[src/rtc_cal_pkg.sv]
package rtc_cal_pkg;
   localparam int         ASYNC_W       = 7;
   localparam int         SYNC_W        = 15;
   localparam int         SS_W          = 16;
   localparam logic [6:0] ASYNC_RST     = 7'h7F;
   localparam logic [14:0] SYNC_RST     = 15'h00FF;
   localparam logic [15:0] SS_MAX       = 16'hFFFF;
   localparam logic [7:0] SEC_MAX       = 8'h59;
   localparam logic [7:0] MIN_MAX       = 8'h59;
   localparam logic [7:0] HOUR24_MAX    = 8'h23;
   localparam logic [7:0] HOUR12_MAX    = 8'h12;
   localparam logic [7:0] HOUR12_LAST   = 8'h11;
   localparam logic [7:0] YEAR_MAX      = 8'h99;
   localparam logic [7:0] MONTH_MAX     = 8'h12;
   localparam logic [7:0] FEB           = 8'h02;
   localparam logic [7:0] DAYS_28       = 8'h28;
   localparam logic [7:0] DAYS_29       = 8'h29;
   localparam logic [7:0] DAYS_30       = 8'h30;
   localparam logic [7:0] DAYS_31       = 8'h31;
   localparam logic [7:0] BCD_ZERO      = 8'h00;
   localparam logic [7:0] BCD_ONE       = 8'h01;
   localparam logic [2:0] WDAY_FIRST    = 3'h1;
   localparam logic [2:0] WDAY_LAST     = 3'h7;
   localparam logic [7:0] RST_HOUR      = 8'h00;
   localparam logic [7:0] RST_DATE      = 8'h01;
   localparam logic [7:0] RST_MONTH     = 8'h01;
   localparam logic [7:0] RST_YEAR      = 8'h00;
   localparam logic [2:0] RST_WDAY      = 3'h1;
endpackage : rtc_cal_pkg

[src/rtc_calendar.sv]
module rtc_calendar
   import rtc_cal_pkg::*;
(
   input  wire logic              clk,
   input  wire logic              rst_n,
   input  wire logic [6:0]        async_divider_value,
   input  wire logic [14:0]       sync_divider_value,
   input  wire logic              hour_format_12,
   input  wire logic              cal_write,
   input  wire logic [7:0]        wr_sec,
   input  wire logic [7:0]        wr_min,
   input  wire logic [7:0]        wr_hour,
   input  wire logic              wr_pm,
   input  wire logic [2:0]        wr_wday,
   input  wire logic [7:0]        wr_date,
   input  wire logic [7:0]        wr_month,
   input  wire logic [7:0]        wr_year,
   input  wire logic              dst_add_hour,
   input  wire logic              dst_sub_hour,
   input  wire logic              shift_req,
   input  wire logic              add_one_second,
   input  wire logic [14:0]       subtract_fraction_count,
   output logic                   shift_busy,
   output logic [15:0]            subsecond_value,
   output logic [7:0]             sec,
   output logic [7:0]             min,
   output logic [7:0]             hour,
   output logic                   pm,
   output logic [2:0]             wday,
   output logic [7:0]             date,
   output logic [7:0]             month,
   output logic [7:0]             year
);

   typedef struct packed {
      logic [ASYNC_W-1:0] acnt;
      logic [SS_W-1:0]    ss;
      logic [7:0]         sec;
      logic [7:0]         min;
      logic [7:0]         hour;
      logic               pm;
      logic [2:0]         wday;
      logic [7:0]         date;
      logic [7:0]         month;
      logic [7:0]         year;
      logic               sh_pend;
      logic               sh_add1;
      logic [SYNC_W-1:0]  sh_sub;
   } state_type;

   state_type st_ff;
   state_type nxt_st;
   logic      apre_tick;
   logic      sec_tick;

   // {carry, value}: step a BCD byte from hi back to lo
   function automatic logic [8:0] bcd_inc(input logic [7:0] v,
                                          input logic [7:0] lo,
                                          input logic [7:0] hi);
      if (v >= hi)
         bcd_inc = {1'b1, lo};
      else if (v[3:0] == 4'h9)
         bcd_inc = {1'b0, v[7:4] + 4'h1, 4'h0};
      else
         bcd_inc = {1'b0, v + 8'h01};
   endfunction

   function automatic logic [7:0] bcd_dec(input logic [7:0] v);
      if (v[3:0] == 4'h0)
         bcd_dec = {v[7:4] - 4'h1, 4'h9};
      else
         bcd_dec = v - 8'h01;
   endfunction

   // leap when the two-digit BCD year is a multiple of four
   function automatic logic [7:0] month_days(input logic [7:0] mo,
                                             input logic [7:0] yr);
      logic leap;
      leap = yr[4] ? (yr[3:0] == 4'h2 || yr[3:0] == 4'h6)
                   : (yr[3:0] == 4'h0 || yr[3:0] == 4'h4 ||
                      yr[3:0] == 4'h8);
      if (mo == FEB)
         month_days = leap ? DAYS_29 : DAYS_28;
      else if (mo == 8'h04 || mo == 8'h06 || mo == 8'h09 || mo == 8'h11)
         month_days = DAYS_30;
      else
         month_days = DAYS_31;
   endfunction

   // {day carry, pm, hour} for one hour forward
   function automatic logic [9:0] hour_fwd(input logic [7:0] h,
                                           input logic       p,
                                           input logic       f12);
      logic [8:0] r;
      r = bcd_inc(h, BCD_ZERO, HOUR24_MAX);
      if (!f12)
         hour_fwd = {r[8], 1'b0, r[7:0]};
      else if (h == HOUR12_MAX)
         hour_fwd = {1'b0, p, BCD_ONE};
      else if (h == HOUR12_LAST)
         hour_fwd = {p, ~p, HOUR12_MAX};
      else
         hour_fwd = {1'b0, p, r[7:0]};
   endfunction

   assign apre_tick = (st_ff.acnt == '0);
   assign sec_tick  = apre_tick && !st_ff.sh_pend && (st_ff.ss == '0);

   always_comb begin
      logic [8:0]  c;
      logic [9:0]  hf;
      logic        step;
      logic [16:0] sum;
      c      = '0;
      hf     = '0;
      step   = 1'b0;
      sum    = '0;
      nxt_st = st_ff;
      nxt_st.acnt = apre_tick ? async_divider_value
                              : st_ff.acnt - 7'h01;
      if (apre_tick) begin
         if (st_ff.sh_pend) begin
            sum = {1'b0, st_ff.ss} + {2'b00, st_ff.sh_sub};
            nxt_st.ss = sum[16] ? SS_MAX : sum[15:0];
            step = st_ff.sh_add1;
            nxt_st.sh_pend = 1'b0;
         end else if (st_ff.ss == '0) begin
            nxt_st.ss = {1'b0, sync_divider_value};
            step = 1'b1;
         end else begin
            nxt_st.ss = st_ff.ss - 16'h0001;
         end
      end
      if (shift_req && !st_ff.sh_pend) begin
         nxt_st.sh_pend = 1'b1;
         nxt_st.sh_add1 = add_one_second;
         nxt_st.sh_sub  = subtract_fraction_count;
      end
      if (step) begin
         c = bcd_inc(st_ff.sec, BCD_ZERO, SEC_MAX);
         nxt_st.sec = c[7:0];
         if (c[8]) begin
            c = bcd_inc(st_ff.min, BCD_ZERO, MIN_MAX);
            nxt_st.min = c[7:0];
            if (c[8]) begin
               hf = hour_fwd(st_ff.hour, st_ff.pm, hour_format_12);
               nxt_st.hour = hf[7:0];
               nxt_st.pm   = hf[8];
               if (hf[9]) begin
                  nxt_st.wday = (st_ff.wday == WDAY_LAST) ? WDAY_FIRST
                                : st_ff.wday + 3'h1;
                  c = bcd_inc(st_ff.date, BCD_ONE,
                              month_days(st_ff.month, st_ff.year));
                  nxt_st.date = c[7:0];
                  if (c[8]) begin
                     c = bcd_inc(st_ff.month, BCD_ONE, MONTH_MAX);
                     nxt_st.month = c[7:0];
                     if (c[8]) begin
                        c = bcd_inc(st_ff.year, BCD_ZERO, YEAR_MAX);
                        nxt_st.year = c[7:0];
                     end
                  end
               end
            end
         end
      end else if (dst_add_hour) begin
         // no day carry: an hour step across midnight is refused
         hf = hour_fwd(st_ff.hour, st_ff.pm, hour_format_12);
         if (!hf[9] && !(!hour_format_12 && st_ff.hour == HOUR24_MAX)) begin
            nxt_st.hour = hf[7:0];
            nxt_st.pm   = hf[8];
         end
      end else if (dst_sub_hour) begin
         if (!hour_format_12) begin
            if (st_ff.hour != BCD_ZERO)
               nxt_st.hour = bcd_dec(st_ff.hour);
         end else if (st_ff.hour == HOUR12_MAX) begin
            if (st_ff.pm) begin
               nxt_st.hour = HOUR12_LAST;
               nxt_st.pm   = 1'b0;
            end
         end else if (st_ff.hour == BCD_ONE) begin
            nxt_st.hour = HOUR12_MAX;
         end else begin
            nxt_st.hour = bcd_dec(st_ff.hour);
         end
      end
      if (cal_write) begin
         nxt_st.sec     = wr_sec;
         nxt_st.min     = wr_min;
         nxt_st.hour    = wr_hour;
         nxt_st.pm      = wr_pm & hour_format_12;
         nxt_st.wday    = wr_wday;
         nxt_st.date    = wr_date;
         nxt_st.month   = wr_month;
         nxt_st.year    = wr_year;
         nxt_st.acnt    = async_divider_value;
         nxt_st.ss      = {1'b0, sync_divider_value};
         nxt_st.sh_pend = 1'b0;
      end
   end

   always_ff @(posedge clk or negedge rst_n) begin
      if (!rst_n) begin
         st_ff <= '{acnt: ASYNC_RST, ss: {1'b0, SYNC_RST},
                    sec: BCD_ZERO, min: BCD_ZERO, hour: RST_HOUR,
                    pm: 1'b0, wday: RST_WDAY, date: RST_DATE,
                    month: RST_MONTH, year: RST_YEAR,
                    sh_pend: 1'b0, sh_add1: 1'b0, sh_sub: '0};
      end else begin
         st_ff <= nxt_st;
      end
   end

   // counter only leaves through the read-only output
   assign subsecond_value = st_ff.ss;
   assign shift_busy      = st_ff.sh_pend;
   assign sec             = st_ff.sec;
   assign min             = st_ff.min;
   assign hour            = st_ff.hour;
   assign pm              = st_ff.pm;
   assign wday            = st_ff.wday;
   assign date            = st_ff.date;
   assign month           = st_ff.month;
   assign year            = st_ff.year;

   property p_ss_reload;
      @(posedge clk) disable iff (!rst_n)
      sec_tick && !cal_write |=> st_ff.ss == {1'b0, $past(sync_divider_value)};
   endproperty
   a_ss_reload: assert property (p_ss_reload)
      else $error("sub-second did not reload");
   property p_ss_dec;
      @(posedge clk) disable iff (!rst_n)
      apre_tick && !st_ff.sh_pend && st_ff.ss != '0 && !cal_write
      |=> st_ff.ss == $past(st_ff.ss) - 16'h0001;
   endproperty
   a_ss_dec: assert property (p_ss_dec)
      else $error("sub-second did not count down");
   property p_ss_hold;
      @(posedge clk) disable iff (!rst_n)
      !apre_tick && !cal_write |=> $stable(st_ff.ss);
   endproperty
   a_ss_hold: assert property (p_ss_hold)
      else $error("sub-second moved between prescaler ticks");
   property p_shift_add;
      @(posedge clk) disable iff (!rst_n)
      apre_tick && st_ff.sh_pend && !cal_write && !st_ff.ss[15]
      |=> st_ff.ss == $past(st_ff.ss) + {1'b0, $past(st_ff.sh_sub)};
   endproperty
   a_shift_add: assert property (p_shift_add)
      else $error("shift not added to sub-second");
   property p_add_one_second;
      @(posedge clk) disable iff (!rst_n)
      apre_tick && st_ff.sh_pend && st_ff.sh_add1 && !cal_write &&
      st_ff.sec != SEC_MAX |=> st_ff.sec != $past(st_ff.sec);
   endproperty
   a_add_one_second: assert property (p_add_one_second)
      else $error("add-one-second did not step seconds");
   property p_sec_bcd;
      @(posedge clk) disable iff (!rst_n)
      sec_tick && !cal_write && st_ff.sec[3:0] != 4'h9 &&
      st_ff.sec != SEC_MAX |=> st_ff.sec == $past(st_ff.sec) + 8'h01;
   endproperty
   a_sec_bcd: assert property (p_sec_bcd)
      else $error("second did not advance on reload");
   property p_sec_wrap;
      @(posedge clk) disable iff (!rst_n)
      sec_tick && !cal_write && st_ff.sec == SEC_MAX
      |=> st_ff.sec == BCD_ZERO && st_ff.min != $past(st_ff.min);
   endproperty
   a_sec_wrap: assert property (p_sec_wrap)
      else $error("minute carry missing");
   property p_pm_toggle;
      @(posedge clk) disable iff (!rst_n)
      sec_tick && hour_format_12 && !cal_write && st_ff.hour == HOUR12_LAST
      && st_ff.min == MIN_MAX && st_ff.sec == SEC_MAX
      |=> st_ff.hour == HOUR12_MAX && st_ff.pm != $past(st_ff.pm);
   endproperty
   a_pm_toggle: assert property (p_pm_toggle)
      else $error("am/pm did not toggle at twelve");
endmodule // rtc_calendar
[config.mk]
export PLATFORM = sky130hd
export DESIGN_NAME = rtc_calendar
export DESIGN_NICKNAME = d
export VERILOG_FILES = /design/src/rtc_cal_pkg.sv /design/src/rtc_calendar.sv
export SDC_FILE = /design/constraint.sdc
export NUM_CORES = 1
export LEC_CHECK = 0
export BUFFER_PORTS_ARGS = -buffer_cell sky130_fd_sc_hd__buf_2
export CORE_ASPECT_RATIO = 0.8
export CORE_MARGIN = 8
export CORE_UTILIZATION = 45
export DETAILED_ROUTE_END_ITERATION = 10
export HOLD_SLACK_MARGIN = 0.08
export PLACE_DENSITY = 0.74
export SYNTH_ARGS = -nofsm -noshare
export SYNTH_HDL_FRONTEND = slang
export SYNTH_SLANG_ARGS = --single-unit
[constraint.sdc]
create_clock -name clk -period 11.1 [get_ports clk]
set_input_delay 1.665 -clock clk [delete_from_list [all_inputs] [get_ports clk]]
set_output_delay 1.665 -clock clk [all_outputs]
set_load 0.01 [all_outputs]
After elaboration in Yosys (flattened, before gate mapping)
Cells that the tools add are included.
{"block": "word_totals", "register_bits": 92, "latchBits": 0, "ramBits": 0, "rom_bits": 0, "inputBits": 97, "output_inout_bits": 69, "wordCells": 170, "memories": 0}
{"block": "op_classes", "addsub": 18, "mul": 0, "div": 0, "order_cmp": 6, "eq_ne": 24, "n_shift": 0, "muxes": 71, "bitwise": 2, "n_reduce_logical": 36}
{"cell": "$mux 9", "n": 22}
{"cell": "$mux 8", "n": 17}
{"cell": "$mux 16", "n": 6}
{"cell": "$mux 10", "n": 8}
{"cell": "$mux 76", "n": 1}
{"cell": "$mux 27", "n": 2}
{"cell": "$add 8x1->8 const B", "n": 6}
{"cell": "$mux 44", "n": 1}
{"cell": "$mux 36", "n": 1}
{"cell": "$eq 4x4->1 const B", "n": 7}
{"cell": "$add 4x1->4 const B", "n": 6}
{"cell": "$eq 8x5->1 const B", "n": 3}
{"cell": "$reduce_and 6->1", "n": 3}
{"cell": "$add 16x15->17", "n": 1}
{"cell": "$mux 17", "n": 1}
{"cell": "$eq 8x3->1 const B", "n": 2}
{"cell": "$ge 8x7->1 const B", "n": 2}
{"cell": "$logic_not 16->1", "n": 1}
{"cell": "$sub 16x1->16 const B", "n": 1}
{"cell": "$reduce_bool 2->1", "n": 7}
{"cell": "$reduce_bool 4->1", "n": 3}
{"cell": "$mux 1", "n": 9}
{"cell": "$eq 4x3->1 const B", "n": 2}
{"cell": "$eq 8x1->1 const B", "n": 1}
{"cell": "32 further kinds", "n": 44}

Longest topological paths before layout
Gate-level depths: netlist of the first run.
{"block": "depth", "depth_word": 32, "ltp_mapped": 16, "mapped_depth_nobuf": 13}

Worst setup path after synthesis of the first run
No wires, ideal clock.
{"block": "synth_timing", "kind": "input to register", "start": "in cal_write", "end": "reg st_ff, in the netlist year[6]", "setup_time_ns": 0.123, "arrival_time_ns": 3.465, "path_slack_ns": 7.512, "path_stages": 9, "path_buffers": 4, "cell_sequence": "clkbuf_1 -> a211o_1 -> clkbuf_1 -> nand2_1 -> or4_4 -> buf_6 -> buf_6 -> o21ai_1 -> o21ai_1"}
{"block": "synth_via", "elab_chain_len": 2, "elab_cells_between_ends": 8, "classes_between": "mux: 1; reduce/logical: 7"}
{"element": "start, declared", "line_no": "rtc_calendar.sv:9", "source": "input wire logic cal_write,"}
{"element": "$reduce_bool 2->1 (no line)"}
{"element": "$reduce_and 6->1 (no line)"}
{"element": "end signal, assigned", "line_no": "rtc_calendar.sv:205", "source": "st_ff <= '{acnt: ASYNC_RST, ss: {1'b0, SYNC_RST},"}
{"element": "end signal, assigned", "line_no": "rtc_calendar.sv:211", "source": "st_ff <= nxt_st;"}
{"element": "end, declared", "line_no": "rtc_calendar.sv:51", "source": "state_type st_ff;"}
Parallel ways exist; a longest one is shown, timed or not.
A chain may end at the register's enable or synchronous reset.

Final worst setup path of the first run
{"block": "layout_timing", "start": "in cal_write", "end": "reg st_ff, in the netlist hour[6]"}
{"block": "layout_via", "elab_chain_len": 2, "elab_cells_between_ends": 8, "classes_between": "eq/ne: 4; mux: 1; reduce/logical: 3"}
{"element": "$ne 6x6->1 (no line) (tied with other cells)"}
{"element": "$reduce_and 6->1 (no line)"}
Parallel ways exist; a longest one is shown, timed or not.

==> results of run 1 <==
==> stage by stage <==
stage	setup slack, ps	instance area [µm²]	utilization, %
2_1_floorplan	7510	7620	-
3_3_place_gp	6330	8040	48.6
3_5_place_dp	6270	8040	48.6
4_1_cts	6630	8390	50.7
5_1_grt	6220	8390	50.7
6_report	6580	8390	50.7
==> metal layers <==
metal	GRT usage (%)	wire length (µm)	vias up
met5	0	0	-
met4	3.80	194	0
met3	5.40	1720	15
met2	30.5	9600	282
met1	27.8	10100	3455
li1	-	-	3491
==> path summary, 6_finish.rpt <==
check / to / slack (ps) / cells past startpoint
worst min register to register: wday[0] / 500 / 2
min in group asynchronous: month[1] / 1320 / 1
worst max register to register: year[7] / 7100 / 12
worst min-delay path: wday[0] / 500 / 2
worst max-delay path: hour[6] / 6580 / 8
max in group asynchronous: st_ff[0] / 8710 / 2
==> worst reg2reg max path, delay by kind of cell (launching register included) <==
| family | cells | cell delay (ps) |
|---|---|---|
| AND/OR/NAND/NOR | 4 | 1290 |
| flip-flops | 1 | 510 |
| adder cells (fa/ha/maj) | 1 | 220 |
| AO/OA/AOI/OAI | 7 | 1860 |
==> flip-flops by register name, indices dropped and copies added, names as in the netlist, 8 cells and up <==
| register | count |
|---|---|
| sec | 8 |
| hour | 8 |
| min | 8 |
| st_ff | 23 |
| month | 8 |
| date | 8 |
| year | 8 |
| subsecond_value | 16 |
==> logic make-up (layout without fill, tap and decap cells) <==
kind of cell               Yosys count  after routing  share of synthesized area [%]
adders and majority gates           40             40                           6.67
xor gates and xnor gates            25             25                           2.87
other                                0              1                              0
AOI/OAI and AO/OA                  299            299                           25.7
muxes                               26             26                           3.71
DFF                                 92             92                           30.5
buffers and inverters              159            224                           11.5
and+or+nand+nor                    304            304                           19.1
==> where the power goes <==
group	internal, µW	total [µW]	switching [µW]
combinational	233	525	292
clock	227	365	138
sequential	407	531	124
total	867	1420	555
==> synthesized netlist by cell type, types with 9 or more instances <==
cell,n
o31ai_1,9
a21oi_1,76
nand3_1,15
a211oi_1,10
clkbuf_1,46
and3_1,10
nor2_1,70
o21ai_0,73
xnor2_1,16
xor2_1,9
dfrtp_1,74
o221ai_1,13
dfstp_2,18
inv_1,35
nand2_1,111
buf_4,67
ha_1,39
nor4_1,12
o21ai_1,17
a22o_1,9
mux2_2,18
nor3_1,32
==> final cells by class <==
type                       instances  area [µm²]
clock buffer                      12         246
inverter                          35         131
tap                              220         275
sequential                        92        2320
timing repair buffer             173         891
antenna                            1        2.50
multi-input combinational        694        4420
clock inverter                     4        97.6
fill                            1584        8160
==> impl_metrics.xml, run 1 <==
<?xml version="1.0" encoding="UTF-8"?>
<metrics>
  <group name="floorplanning">
    <metric name="design.portCount" unit="">166</metric>
    <metric name="fp.dieArea" unit="µm²">21400</metric>
    <metric name="initial_utilization" unit="%">46.0</metric>
    <metric name="number_of_core_rows" unit="">42</metric>
    <metric name="width_of_the_die" unit="µm">161</metric>
    <metric name="floorplan.core_area" unit="µm²">16600</metric>
    <metric name="die_h" unit="µm">132</metric>
  </group>
  <group name="timing">
    <metric name="grt_setup_unrepaired" unit="">false</metric>
    <metric name="fmax" unit="GHz">0.221</metric>
    <metric name="timing.slew.headroom" unit="%">13.0</metric>
    <metric name="post-route-period-util" unit="%">40.7</metric>
    <metric name="shortest_period_the_worst_path_allows" unit="ps">4520</metric>
    <metric name="finalMaxSlewViolations" unit="">0</metric>
    <metric name="final-setup-viol-count" unit="">0</metric>
    <metric name="hold_viol_final" unit="">0</metric>
    <metric name="final.setup_skew" unit="ps">8.38</metric>
    <metric name="max_slew.worst_pin.slew" unit="ps">1300</metric>
    <metric name="final.hold.worst_slack" unit="ps">503</metric>
    <metric name="fin_tns_setup" unit="ps">0</metric>
  </group>
  <group name="finish">
    <metric name="leading_cell_types_in_the_layout_fill_and_taps_excluded" unit="">buf_2, nand2_1, a21oi_1, dfrtp_1, o21ai_0</metric>
    <metric name="post_route_cells_drive_above_1_share" unit="%">23.6</metric>
    <metric name="area_growth_from_synthesis_to_layout" unit="%">10.1</metric>
    <metric name="layout.cells.non_filler" unit="">1231</metric>
    <metric name="mostFrequentLayoutCell" unit="">buf_2</metric>
    <metric name="fin_nets" unit="">1142</metric>
  </group>
  <group name="global_routing">
    <metric name="antenna_found_initial" unit="">0</metric>
    <metric name="grt-ovfl-total" unit="">0</metric>
    <metric name="gr_usage_total" unit="%">20.0</metric>
    <metric name="grt_start_max_net_pins" unit="">54</metric>
    <metric name="grt_pass1_wl" unit="µm">35500</metric>
    <metric name="number_of_global_route_vias_before_repair" unit="">6920</metric>
  </group>
  <group name="setup_path">
    <metric name="timing.critical_path.from_type" unit="">input pin</metric>
    <metric name="endpoint_kind" unit="">flip-flop</metric>
    <metric name="crit_path_max_incr_delay" unit="ps">800</metric>
    <metric name="worst_path_dominant_cell_family" unit="">compound AO/OA/AOI/OAI gates</metric>
    <metric name="critical_path_buf_inv_count" unit="">3</metric>
    <metric name="setup.worst_path.class" unit="">input pin to flip-flop</metric>
    <metric name="cp-startpoint" unit="">cal_write</metric>
    <metric name="timing.critical_path.mode_cell" unit="">buf_4</metric>
    <metric name="critical_path_arrival" unit="ps">4760</metric>
    <metric name="crit_chain" unit="">buf_4 -&gt; buf_4 -&gt; inv_1 -&gt; o21ai_1 -&gt; nor3_1 -&gt; a211oi_2 -&gt; o21ai_0 -&gt; a22o_1</metric>
    <metric name="critPathRequiredTime" unit="ps">11340</metric>
    <metric name="timing.critical_path.slowest_stage_cell" unit="">a211oi_2</metric>
    <metric name="regToRegStartpoint" unit="">year[1]</metric>
    <metric name="critical_path_peak_fanout" unit="">53</metric>
  </group>
  <group name="power">
    <metric name="power.density_cell_area" unit="nW/µm²">169</metric>
    <metric name="total_power" unit="µW">1420</metric>
    <metric name="power.ir.vdd_worst" unit="mV">0.0821</metric>
    <metric name="power.static_leakage" unit="µW">0.00373</metric>
  </group>
  <group name="drt">
    <metric name="drc" unit="">0</metric>
    <metric name="route.antenna.remaining_nets" unit="">0</metric>
    <metric name="drt_iter0_drc" unit="">601</metric>
    <metric name="routed_wire_length" unit="µm">21600</metric>
    <metric name="detailroute.via_count" unit="">7243</metric>
    <metric name="via_per_inst" unit="">5.88</metric>
    <metric name="wl_per_cell" unit="µm">17.6</metric>
    <metric name="initial_drt_pass_iterations" unit="">5</metric>
  </group>
  <group name="synth">
    <metric name="post_synthesis_async_set_or_reset_flop_share" unit="%">100</metric>
    <metric name="synth.distinct_cells" unit="">78</metric>
    <metric name="synth-seq-cells" unit="">92</metric>
    <metric name="syn_inst_count" unit="">945</metric>
    <metric name="synth.area.top_cells" unit="">dfrtp_1, buf_4, ha_1, dfstp_2, nand2_1</metric>
    <metric name="post_synth_instance_area" unit="µm²">7620</metric>
    <metric name="synth-seq-area-share" unit="%">30.5</metric>
    <metric name="ys_dominant_reg_cell" unit="">dfrtp_1</metric>
    <metric name="post_syn_nets" unit="">1082</metric>
    <metric name="synthesis.area_per_instance" unit="µm²">8.06</metric>
    <metric name="yosysTopAreaCell" unit="">dfrtp_1</metric>
    <metric name="synth_top_area_share" unit="%">24.3</metric>
    <metric name="number_of_synthesis_warnings" unit="">0</metric>
    <metric name="synth_edf_count" unit="">0</metric>
  </group>
  <group name="clock_network">
    <metric name="clk_transition_reported_paths" unit="ps">60</metric>
    <metric name="tritoncts.num_buffers" unit="">9</metric>
    <metric name="clock-sinks" unit="">92</metric>
    <metric name="ctsResizeCount" unit="">0</metric>
    <metric name="worst_skew_pair.late_latency" unit="ps">360</metric>
    <metric name="hold_buffers" unit="">0</metric>
    <metric name="htreeDepth" unit="">3</metric>
    <metric name="cts_root_buf" unit="">clkbuf_16</metric>
    <metric name="tritoncts" unit="">done</metric>
    <metric name="cts.path.max_buffers" unit="">2</metric>
    <metric name="post-cts-setup-buffer-count" unit="">0</metric>
  </group>
  <group name="outcome">
    <metric name="outcome" unit="">completed</metric>
  </group>
  <group name="worst_hold_path">
    <metric name="min-delay-path-class" unit="">flip-flop to flip-flop</metric>
    <metric name="hold_start" unit="">wday[0]</metric>
  </group>
  <group name="place">
    <metric name="place_inst" unit="">1214</metric>
    <metric name="hpwl" unit="µm">15900</metric>
    <metric name="place.port_buffers" unit="">165</metric>
    <metric name="gpl.final_weighted_congestion" unit="">0.859</metric>
  </group>
  <group name="flow_run">
    <metric name="maxCapViolations" unit="">0</metric>
  </group>
</metrics>
Power figures use the tool's default switching activity.
==> run 2: changes to the inputs <==
--- a/config.mk
+++ b/config.mk
@@ -5,13 +5,14 @@
 export SDC_FILE = /design/constraint.sdc
 export NUM_CORES = 1
 export LEC_CHECK = 0
+export ABC_AREA = 1
 export BUFFER_PORTS_ARGS = -buffer_cell sky130_fd_sc_hd__buf_2
 export CORE_ASPECT_RATIO = 0.8
 export CORE_MARGIN = 8
 export CORE_UTILIZATION = 45
 export DETAILED_ROUTE_END_ITERATION = 10
 export HOLD_SLACK_MARGIN = 0.08
-export PLACE_DENSITY = 0.74
+export PLACE_DENSITY = 0.76
 export SYNTH_ARGS = -nofsm -noshare
 export SYNTH_HDL_FRONTEND = slang
 export SYNTH_SLANG_ARGS = --single-unit
==> constraint.sdc (replaced) <==
create_clock -name clk -period 3.7 [get_ports clk]
set_input_delay 0.555 -clock clk [delete_from_list [all_inputs] [get_ports clk]]
set_output_delay 0.555 -clock clk [all_outputs]
set_load 0.01 [all_outputs]
==> run 2 against run 1 <==
Setup slack got worse by 6200 ps. Combinational power increased to 3.3 times the previous value. Sequential share of layout area decreased by 1.1 points. Clock skew increased by 0.87 ps. Worst hold slack got worse by 100 ps. Cell area increased by 4.2%. Synthesized cell count increased by 24%. Via count increased by 6.5%. Critical path type is now flip-flop to flip-flop. Critical endpoint is now month[2]. Largest cell class unchanged.
==> impl_metrics.xml, run 2 <==
<?xml version="1.0" encoding="UTF-8"?>
<metrics>
  <group name="drt">
    <metric name="route.antenna.remaining_nets" unit="">0</metric>
    <metric name="initial_drt_pass_iterations" unit="">5</metric>
    <metric name="routed_wire_length" unit="µm">22500</metric>
    <metric name="wl_per_cell" unit="µm">15.1</metric>
    <metric name="detailroute.via_count" unit="">7712</metric>
    <metric name="drc" unit="">0</metric>
    <metric name="via_per_inst" unit="">5.18</metric>
    <metric name="drt_iter0_drc" unit="">558</metric>
  </group>
  <group name="finish">
    <metric name="multiInputGateArea" unit="µm²">4520</metric>
    <metric name="leading_cell_types_in_the_layout_fill_and_taps_excluded" unit="">nand2_1, buf_2, inv_1, nor2_1, nand3_1</metric>
    <metric name="ff_latch_area" unit="µm²">2320</metric>
    <metric name="post_route_cells_drive_above_1_share" unit="%">19.9</metric>
    <metric name="fin_nets" unit="">1397</metric>
    <metric name="antennaDiodeCount" unit="">0</metric>
    <metric name="fillCellCount" unit="">1714</metric>
    <metric name="max_ffs_per_register" unit="">23</metric>
    <metric name="largest_register" unit="">st_ff</metric>
    <metric name="layout.cells.non_filler" unit="">1490</metric>
    <metric name="finalCoreUtilization" unit="%">50.6</metric>
    <metric name="area_growth_from_synthesis_to_layout" unit="%">10.3</metric>
    <metric name="mostFrequentLayoutCell" unit="">nand2_1</metric>
  </group>
  <group name="floorplanning">
    <metric name="die_h" unit="µm">135</metric>
    <metric name="number_of_core_rows" unit="">43</metric>
    <metric name="design.portCount" unit="">166</metric>
    <metric name="fp.dieArea" unit="µm²">22100</metric>
    <metric name="initial_utilization" unit="%">45.9</metric>
    <metric name="width_of_the_die" unit="µm">164</metric>
    <metric name="floorplan.core_area" unit="µm²">17300</metric>
  </group>
  <group name="setup_path">
    <metric name="critical_path_arrival" unit="ps">3550</metric>
    <metric name="minimum_setup_slack_among_reg_to_reg_paths" unit="ps">400</metric>
    <metric name="setup.worst_path.end" unit="">month[2]</metric>
    <metric name="crit_chain" unit="">inv_1 -&gt; ha_1 -&gt; nand3_1 -&gt; nor4_1 -&gt; inv_1 -&gt; a311oi_1 -&gt; nor3_1 -&gt; ha_1 -&gt; nand2_1 -&gt; nor2_1 -&gt; nand2_1 -&gt; nand3_1 -&gt; nor2_1 -&gt; inv_1 -&gt; nand2_4 -&gt; inv_1 -&gt; nand2_1 -&gt; nand2_1</metric>
    <metric name="critPathRequiredTime" unit="ps">3950</metric>
    <metric name="endpoint_kind" unit="">flip-flop</metric>
    <metric name="timing.critical_path.from_type" unit="">flip-flop</metric>
    <metric name="critical_path_peak_fanout" unit="">14</metric>
    <metric name="regToRegStartpoint" unit="">month[4]</metric>
    <metric name="critical_path.reg2reg.endpoint" unit="">month[2]</metric>
    <metric name="setup.worst_path.class" unit="">flip-flop to flip-flop</metric>
    <metric name="rr_worst_depth" unit="">18</metric>
    <metric name="cp-startpoint" unit="">month[4]</metric>
    <metric name="crit_path_max_incr_delay" unit="ps">450</metric>
    <metric name="timing.critical_path.slowest_stage_cell" unit="">dfrtp_1</metric>
  </group>
  <group name="synth">
    <metric name="post_syn_nets" unit="">1308</metric>
    <metric name="synth_edf_count" unit="">0</metric>
    <metric name="synth.area.top_cells" unit="">dfrtp_1, nand2_1, buf_4, ha_1, nand3_1</metric>
    <metric name="post_synth_instance_area" unit="µm²">7920</metric>
    <metric name="synthesis.area_per_instance" unit="µm²">6.77</metric>
    <metric name="yosysTopAreaCell" unit="">dfrtp_1</metric>
    <metric name="ys_dominant_reg_cell" unit="">dfrtp_1</metric>
    <metric name="synth-seq-cells" unit="">92</metric>
    <metric name="synthMostInstantiatedCell" unit="">nand2_1</metric>
    <metric name="synth-seq-area-share" unit="%">29.3</metric>
    <metric name="post_synthesis_async_set_or_reset_flop_share" unit="%">100</metric>
    <metric name="synth_commonest_cells" unit="">nand2_1, inv_1, nor2_1</metric>
    <metric name="syn_inst_count" unit="">1171</metric>
    <metric name="number_of_synthesis_warnings" unit="">0</metric>
    <metric name="synth.distinct_cells" unit="">48</metric>
    <metric name="synth_top_area_share" unit="%">23.4</metric>
  </group>
  <group name="timing">
    <metric name="finalMaxSlewViolations" unit="">0</metric>
    <metric name="hold_viol_final" unit="">0</metric>
    <metric name="post-route-period-util" unit="%">89.2</metric>
    <metric name="grt_setup_unrepaired" unit="">false</metric>
    <metric name="final.setup_skew" unit="ps">9.26</metric>
    <metric name="final.hold.worst_slack" unit="ps">398</metric>
    <metric name="fmax" unit="GHz">0.303</metric>
    <metric name="final-setup-viol-count" unit="">0</metric>
    <metric name="timing.slew.headroom" unit="%">29.9</metric>
    <metric name="shortest_period_the_worst_path_allows" unit="ps">3300</metric>
    <metric name="fin_tns_setup" unit="ps">0</metric>
    <metric name="max_slew.worst_pin.slew" unit="ps">1050</metric>
  </group>
  <group name="clock_network">
    <metric name="clk_transition_reported_paths" unit="ps">70</metric>
    <metric name="worst_skew_pair.late_latency" unit="ps">350</metric>
    <metric name="tritoncts.num_buffers" unit="">9</metric>
    <metric name="clock-sinks" unit="">92</metric>
    <metric name="ctsResizeCount" unit="">0</metric>
    <metric name="cts.path.max_buffers" unit="">2</metric>
    <metric name="hold_buffers" unit="">0</metric>
    <metric name="cts_root_buf" unit="">clkbuf_16</metric>
    <metric name="tritoncts" unit="">done</metric>
    <metric name="post-cts-setup-buffer-count" unit="">0</metric>
    <metric name="htreeDepth" unit="">3</metric>
  </group>
  <group name="global_routing">
    <metric name="grt_pass1_wl" unit="µm">37900</metric>
    <metric name="gr_usage_total" unit="%">20.9</metric>
    <metric name="antenna_found_initial" unit="">0</metric>
    <metric name="number_of_global_route_vias_before_repair" unit="">7507</metric>
    <metric name="grt-ovfl-total" unit="">0</metric>
    <metric name="grt_start_max_net_pins" unit="">79</metric>
  </group>
  <group name="power">
    <metric name="power.density_cell_area" unit="nW/µm²">482</metric>
    <metric name="power.ir.vdd_worst" unit="mV">0.245</metric>
    <metric name="power.static_leakage" unit="µW">0.00466</metric>
    <metric name="total_power" unit="µW">4210</metric>
  </group>
  <group name="place">
    <metric name="place.port_buffers" unit="">165</metric>
    <metric name="gpl.final_weighted_congestion" unit="">0.940</metric>
    <metric name="place_inst" unit="">1474</metric>
    <metric name="hpwl" unit="µm">17100</metric>
  </group>
  <group name="worst_hold_path">
    <metric name="min-delay-path-class" unit="">input pin to asynchronous set/reset pin</metric>
  </group>
  <group name="outcome">
    <metric name="outcome" unit="">completed</metric>
  </group>
  <group name="flow_run">
    <metric name="maxCapViolations" unit="">0</metric>
  </group>
</metrics>
## run 2: cell types whose count changed after synthesis, moves of 13 or more
cell      change
nand3_1      +80
a21oi_1      -43
inv_1        +80
o21ai_1      -16
nand2_1     +274
nor2_1       +26
clkbuf_1     -34
nor3_1       -24
o221ai_1     -13
## run 2: report_power, final
group	switching [µW]	internal (µW)	leakage, µW
Clock	427	493	0.000138
Sequential	309	1240	0.00110
Combinational	1070	677	0.00343
Total	1810	2410	0.00466
## run 2: cell families (layout without fill, tap and decap cells)
| family | after synthesis | count (layout) | share of synthesized area, % |
|---|---|---|---|
| adders and majority gates | 40 | 40 | 6.41 |
| xor gates and xnor gates | 33 | 33 | 3.65 |
| AOI/OAI and AO/OA | 153 | 153 | 11.3 |
| DFF | 92 | 92 | 29.3 |
| buffers and inverters | 214 | 308 | 13.7 |
| and+or+nand+nor | 624 | 624 | 33.5 |
| muxes | 15 | 15 | 2.13 |
## run 2: routing by layer
layer  vias up  part of all wire, %  GRT usage [%]
met5         -                    0              0
met4         0                  1.8           6.85
met3        33                  6.7           3.80
met2       235                   43           31.7
met1      3547                   48           29.3
li1       3897                    -              -
## run 2: worst min-delay path by stage
| stage | to | slack [ps] | cells after the start |
|---|---|---|---|
| after global placement | month[7] | 480 | 2 |
| after floorplan | date[1] | 260 | 0 |
| final | st_ff[4] | 400 | 1 |
| after detailed placement | st_ff[15] | 490 | 1 |
| after CTS | st_ff[88] | 380 | 3 |
| after global routing | month[7] | 410 | 3 |
## run 2: metrics by stage
stage / cell area (µm²) / setup WS (ps)
floorplan: 7920 / 997
global route: 8740 / 42.4
CTS: 8740 / 441
global placement: 8450 / 624
finish: 8740 / 399
detailed placement: 8450 / 474
## run 2: final cells by class
type                            count  area share (%)
Clock buffer                       11            2.89
Clock inverter                      5           0.387
Inverter                          120            5.15
Multi-Input combinational cell    865            51.7
Sequential cell                    92            26.6
Tap cell                          225            3.22
Timing Repair Buffer              172            10.1
## run 2: critical path, delay by kind of cell (launching register included)
| kind | cells | cell delay (ps) |
|---|---|---|
| AND/OR/NAND/NOR | 11 | 1450 |
| buffers and inverters | 4 | 570 |
| flip-flops | 1 | 450 |
| adder cells (fa/ha/maj) | 2 | 430 |
| AO/OA/AOI/OAI | 1 | 280 |
